$ cat src/rtl/dmba_pkg.sv
// Package: constants and carrier types for the data memory bus priority arbiter
// Function
// - Arbitrate data memory among CPU, DMA, USB, debugger
// - Grant only highest requester, stall the rest
// - Default: CPU highest slot, debugger lowest slot
// - Default: USB slot two, DMA slot three
// - Control bits raise USB or DMA above CPU
// - Raised masters keep USB above DMA order
// - Lowered masters keep order, debugger always last
// - Four control values give four fixed orderings
// - Priority changes apply to later arbitration anytime
package dmba_pkg;
    // ==========================================================
    // Master indices and widths
    localparam int DMBA_NUM_MASTERS = 4;
    localparam int DMBA_IDX_CPU = 0;
    localparam int DMBA_IDX_DMA = 1;
    localparam int DMBA_IDX_USB = 2;
    localparam int DMBA_IDX_DBG = 3;
    localparam int DMBA_CTRL_W = 16;

    // ==========================================================
    // Priority control field positions and legal values
    localparam int DMBA_BIT_USB_RAISE = 3;
    localparam int DMBA_BIT_DMA_RAISE = 5;
    localparam logic [15:0] DMBA_CTRL_RESET = 16'h0000;
    localparam logic [15:0] DMBA_CTRL_USB_UP = 16'h0008;
    localparam logic [15:0] DMBA_CTRL_DMA_UP = 16'h0020;
    localparam logic [15:0] DMBA_CTRL_BOTH_UP = 16'h0028;

    // One request or grant bit per master
    typedef struct packed {
        logic dbg;
        logic usb;
        logic dma;
        logic cpu;
    } dmba_vec_t;

    // Arbiter state: idle or a master owning the bus
    typedef enum logic [1:0] {
        DMBA_IDLE = 2'b01,
        DMBA_BUSY = 2'b10
    } dmba_state_t;
endpackage

$ cat src/rtl/dmba_pick.sv
// Combinational fixed-order pick of the winning requester
module dmba_pick
    import dmba_pkg::*;
(
    input wire logic [15:0] i_ctrl,
    input wire dmba_vec_t i_req,
    output dmba_vec_t o_win
);
    // ==========================================================
    // Priority resolution
    logic usb_up;
    logic dma_up;
    always_comb begin
        usb_up = i_ctrl[DMBA_BIT_USB_RAISE];
        dma_up = i_ctrl[DMBA_BIT_DMA_RAISE];
        o_win = '0;
        // Raised masters first, USB ahead of DMA
        if (usb_up && i_req.usb) begin
            o_win.usb = 1'b1;
        end else if (dma_up && i_req.dma) begin
            o_win.dma = 1'b1;
        end else if (i_req.cpu) begin
            o_win.cpu = 1'b1;
        end else if (!usb_up && i_req.usb) begin
            o_win.usb = 1'b1;
        end else if (!dma_up && i_req.dma) begin
            o_win.dma = 1'b1;
        end else if (i_req.dbg) begin
            o_win.dbg = 1'b1;
        end
    end
endmodule

$ cat src/rtl/dmba_arbiter.sv
// Top: data memory bus priority arbiter with request latching
module dmba_arbiter
    import dmba_pkg::*;
(
    input wire logic i_clk,
    input wire logic i_rst_b,
    input wire logic i_ce,
    input wire logic [15:0] i_bus_master_priority_control,
    input wire dmba_vec_t i_req,
    input wire logic i_done,
    output dmba_vec_t o_grant,
    output dmba_vec_t o_pending,
    output logic o_busy
);
    // ==========================================================
    // Reset release: two flops so reset leaves on a clock edge
    logic rst_s1;
    logic rst_b;
    always_ff @(posedge i_clk or negedge i_rst_b) begin
        if (!i_rst_b) begin
            rst_s1 <= 1'b0;
            rst_b <= 1'b0;
        end else begin
            rst_s1 <= 1'b1;
            rst_b <= rst_s1;
        end
    end

    // ==========================================================
    // Priority control capture
    logic [15:0] ctrl; // Registered ordering in force
    logic [15:0] next_ctrl;
    always_comb begin
        // New setting taken at any edge with clock enable high, used by the next pick
        next_ctrl = i_bus_master_priority_control;
    end
    always_ff @(posedge i_clk or negedge rst_b) begin
        if (!rst_b) begin
            ctrl <= DMBA_CTRL_RESET;
        end else if (i_ce) begin
            ctrl <= next_ctrl;
        end
    end

    // ==========================================================
    // Pending requests and winner
    dmba_vec_t pend; // Requests held while stalled
    dmba_vec_t want; // Live plus held requests
    dmba_vec_t win;
    always_comb begin
        want = pend | i_req;
    end

    dmba_pick u_pick (
        .i_ctrl(ctrl),
        .i_req(want),
        .o_win(win)
    );

    // ==========================================================
    // Grant state machine
    dmba_state_t state;
    dmba_state_t next_state;
    dmba_vec_t grant;
    dmba_vec_t next_grant;
    dmba_vec_t next_pend;
    logic can_pick;
    logic busy; // Owner present, kept as its own flop for the output pin
    logic next_busy;
    always_comb begin
        next_state = state;
        next_grant = grant;
        // Keep every request not yet served; a grant retires only its own
        next_pend = want;
        can_pick = 1'b0;
        case (state)
            DMBA_IDLE: begin
                can_pick = 1'b1;
            end
            DMBA_BUSY: begin
                next_pend = want & ~grant;
                // Others stay suspended until this access ends
                if (i_done) begin
                    can_pick = 1'b1;
                end
            end
            default: begin
                next_state = DMBA_IDLE;
                next_grant = '0;
            end
        endcase
        if (can_pick) begin
            next_pend = want & ~win;
            next_grant = win;
            next_state = (win != '0) ? DMBA_BUSY : DMBA_IDLE;
            // An owner still asking in its last cycle counts as a new
            // request: it waits if a higher master takes the bus instead
        end
        // Busy mirrors the state so the output pin needs no decode
        next_busy = (next_state == DMBA_BUSY);
    end
    always_ff @(posedge i_clk or negedge rst_b) begin
        if (!rst_b) begin
            state <= DMBA_IDLE;
            grant <= '0;
            pend <= '0;
            busy <= 1'b0;
        end else if (i_ce) begin
            state <= next_state;
            grant <= next_grant;
            pend <= next_pend;
            busy <= next_busy;
        end
    end

    // ==========================================================
    // Output registers
    // Every output is a plain copy of a flop, so no decode glitches
    always_comb begin
        o_grant = grant;
        o_pending = pend;
        o_busy = busy;
    end

    // ==========================================================
    // Checks
    logic hi_cpu;
    always_comb begin
        hi_cpu = !ctrl[DMBA_BIT_USB_RAISE] && !ctrl[DMBA_BIT_DMA_RAISE];
    end
endmodule

$ cat config.mk
export PLATFORM = sky130hd
export DESIGN_NAME = dmba_arbiter
export DESIGN_NICKNAME = d
export VERILOG_FILES = /design/src/rtl/dmba_pkg.sv /design/src/rtl/dmba_pick.sv /design/src/rtl/dmba_arbiter.sv
export SDC_FILE = /design/constraint.sdc
export NUM_CORES = 1
export LEC_CHECK = 0
export BUFFER_PORTS_ARGS = -buffer_cell sky130_fd_sc_hd__buf_2
export CORE_AREA = 3 3 51 44
export DETAILED_ROUTE_END_ITERATION = 8
export DIE_AREA = 0 0 54 47
export HOLD_SLACK_MARGIN = 0.06
export PLACE_DENSITY = 0.77
export SLEW_MARGIN = 20
export SYNTH_ARGS = -nofsm -noshare
export SYNTH_HDL_FRONTEND = slang
export SYNTH_SLANG_ARGS = --single-unit
$ cat constraint.sdc
create_clock -name i_clk -period 0.8 [get_ports i_clk]
set_clock_uncertainty 0.15 [all_clocks]
set_input_delay 0 -clock i_clk [delete_from_list [all_inputs] [get_ports i_clk]]
set_output_delay 0 -clock i_clk [all_outputs]
set_load 0.01 [all_outputs]
==> impl_metrics.ini <==
[clocking]
cts_buffer_depth = 2
hold_buffers = 1
cts_tree = done
htreeDepth = 1
numCtsBuffers = 3
cts.sinks = 15
cts-root-buf = clkbuf_4
clk_pin_slew_worst_paths_ns = 0.09
worstSkewPairLatency_ns = 0.28

[outcome]
outcome = finished with violations
violations = negative hold slack, negative setup slack

[detailed_routing]
routed_via_density = 5.068
post_drt_wl_per_cell_um = 13.74
remaining_drc_errors = 0
postRouteAntennaNets = 0
num_vias = 750
drt_iter0_drc = 21
drt_wl_total_mm = 2.033
drtPass1Iterations = 4

[final_layout]
fin_cells = 148
antenna_cells = 0
syn_to_final_growth_pct = 56.40
layout-drive-gt1-share_pct = 54.03
final_cell_area_um2 = 1207
nets = 152

[critical_path]
crit_path_max_fanout = 3
critical_path.startpoint_type = flop
r2r-end = state[0]$_DFFE_PN1P_
reg2reg_depth = 6
crit_required_ns = 0.86
cp-end-kind = flop
crit_arrival_ns = 1.71
r2r_slack_ns = -0.85
r2r-start = state[0]$_DFFE_PN1P_
critPathCapture = state[0]$_DFFE_PN1P_
crit_start = state[0]$_DFFE_PN1P_
worstSetupPathType = flop to flop

[synthesis]
synth.most_common_cell = dfrtp_1
synth_flop_cell = dfrtp_1
yosysWarnings = 0
syn-mean-instance-area_um2 = 9.897
synth_area_um2 = 772.0
ys_seq_elements = 15
synthAdderAreaFrac_pct = 4.862
yosysUniqueCellTypes = 32
synth_seq_area_share_pct = 48.78
muxShareOfSynthArea_pct = 4.214
synth_top_area_share_pct = 45.38
synth_common_cells = dfrtp_1 (14), a21oi_1 (8), nand2_1 (7)
synthSimpleGateAreaFrac_pct = 17.67
synth_xor_area_share_pct = 0
syn-num-nets = 105
synth_area_leader_cell = dfrtp_1
synthCells = 78
async_flop_share_pct = 100.0
synth_edf_count = 0
synth_compound_area_share_pct = 21.88
synth_area_leaders = dfrtp_1 (45%), a21oi_1 (5.2%), ha_1 (4.9%)
synth_top_family_by_area = compound AO/OA/AOI/OAI gates

[floorplanning]
row_count = 14
die_area_um2 = 2538
start_util_pct = 42.79
io_pins = 33
chipHeight_um = 47
die_w_um = 54
core_area_um2 = 1804

[pwr]
p_clk_share_pct = 12.2
comb_power_share_pct = 54.3
power_density_nw_per_um2 = 2934
internal_power_mw = 2.180
irDropWorstVdd_v = 0.001827
netSwitchingPower_mw = 1.362
p_leak_nw = 0.5665
p_sw_share_pct = 38.45
seq_power_share_pct = 33.5

[timing]
rsz0062_at_grt = yes
min_period_ns = 1.653
drv_slew = 0
hold_viol = 12
fin_hold_ws_ns = -0.1994
finalCritPeriodShare_pct = 206.6
setup_violations = 22
timing.fmax_ghz = 0.6050
setup_slack_ns = -0.8529

[placement]
dp_slack_ns = -0.8633
place_inst = 139
gp_congestion = 0.8668
place_area_um2 = 1050
dp_hpwl_mm = 1.542
portBuffers = 18

[global_routing]
gr-total-overflow = 0
grt_max_degree = 9
grt_pass1_vias = 784
antenna_found_initial = 0
track_usage_pct = 18.70
grt_pass1_wl_mm = 3.381

[run]
cap_violations = 0

[min_path]
holdCritPathClass = input pin to flop
==> power by group through the flow <==
stage	clock network [mW]	registers, mW	logic, mW
5_1_grt	0.477	1.22	2.11
3_5_place_dp	0	1.18	1.55
4_1_cts	0.431	1.18	1.81
3_3_place_gp	0	1.17	1.49
2_1_floorplan	0	1.24	0.812
6_report	0.431	1.19	1.92
==> layout by cell type (no fill, tap or decap), types with 2 or more instances in the layout <==
cell	count
a21o_1	3
a21oi_1	8
buf_2	13
buf_4	18
buf_6	11
clkbuf_4	3
dfrtp_1	13
ha_1	2
inv_1	2
mux2_2	2
nand2_1	5
nand2_2	2
nor2_1	4
nor2_2	3
o21ai_0	3
o21ai_1	5
==> state kept, by name, indices dropped and copies added, names as in the netlist <==
register and cells:
ctrl 2, o_busy 1, o_grant 4, o_pending 4
rst_b 1, rst_s1 1, state 2
==> cell families after synthesis <==
logic type / after synthesis
AO/OA/AOI/OAI: 26
AND/OR/NAND/NOR: 26
flip-flops: 15
buffers and inverters: 4
multiplexers: 3
adder cells (fa/ha/maj): 3
other: 1
==> layout make-up <==
| class | instances | area (µm²) |
|---|---|---|
| Tap cell | 24 | 30.03 |
| Clock buffer | 4 | 26.28 |
| Inverter | 3 | 11.26 |
| Sequential cell | 15 | 377.9 |
| Fill cell | 146 | 596.8 |
| Timing Repair Buffer | 43 | 334.1 |
| Multi-Input combinational cell | 59 | 427.9 |
==> worst max-delay path: stages (launching register included) <==
cell and delay (ns):
dfstp_2 0.54, inv_2 0.05, ha_4 0.15, a21o_1 0.20
and2_4 0.15, o2111a_2 0.13, or2_1 0.21
==> worst min-delay path by stage <==
stage                                     start                  end  slack, ns  cells after the start
2_1_floorplan                           i_rst_b      rst_b$_DFF_PN0_      -0.45                      0
3_3_place_gp                            i_rst_b     rst_s1$_DFF_PN0_      -0.37                      1
3_5_place_dp                            i_rst_b      rst_b$_DFF_PN0_      -0.36                      1
4_1_cts        i_bus_master_priority_control[5]  ctrl[5]$_DFFE_PN0P_      -0.19                      2
6_report       i_bus_master_priority_control[5]  ctrl[5]$_DFFE_PN0P_      -0.20                      2
5_1_grt        i_bus_master_priority_control[5]  ctrl[5]$_DFFE_PN0P_      -0.21                      2
==> layer usage <==
layer  GRT usage (%)  wire [µm]  share of wire, %  up-vias
met2           30.92        954                47       34
li1                -          -                 -      369
met3           3.492        117               5.8        6
met5               0          0                 0        -
met1           24.65        916                45      341
met4           6.965         46               2.3        0
==> through the flow <==
step	utilization (%)	power (mW)	hold WS, ns	setup TNS [ns]
6_report	66.92	3.542	-0.1994	-11.02
5_1_grt	66.92	3.805	-0.2098	-12.38
4_1_cts	65.26	3.420	-0.1943	-10.94
3_5_place_dp	58.18	2.734	-0.3620	-9.101
3_3_place_gp	58.18	2.663	-0.3661	-8.804
2_1_floorplan	-	2.049	-0.4456	-8.096
==> repair_timing <==
item                                    CTS  global route
buffers inserted                          3             2
gates resized for setup                  18             7
pin swaps                                 7             7
endpoints found under the setup margin   22            22
endpoints found under the hold margin    15            14
No activity file was read; power rests on OpenSTA's default activity.
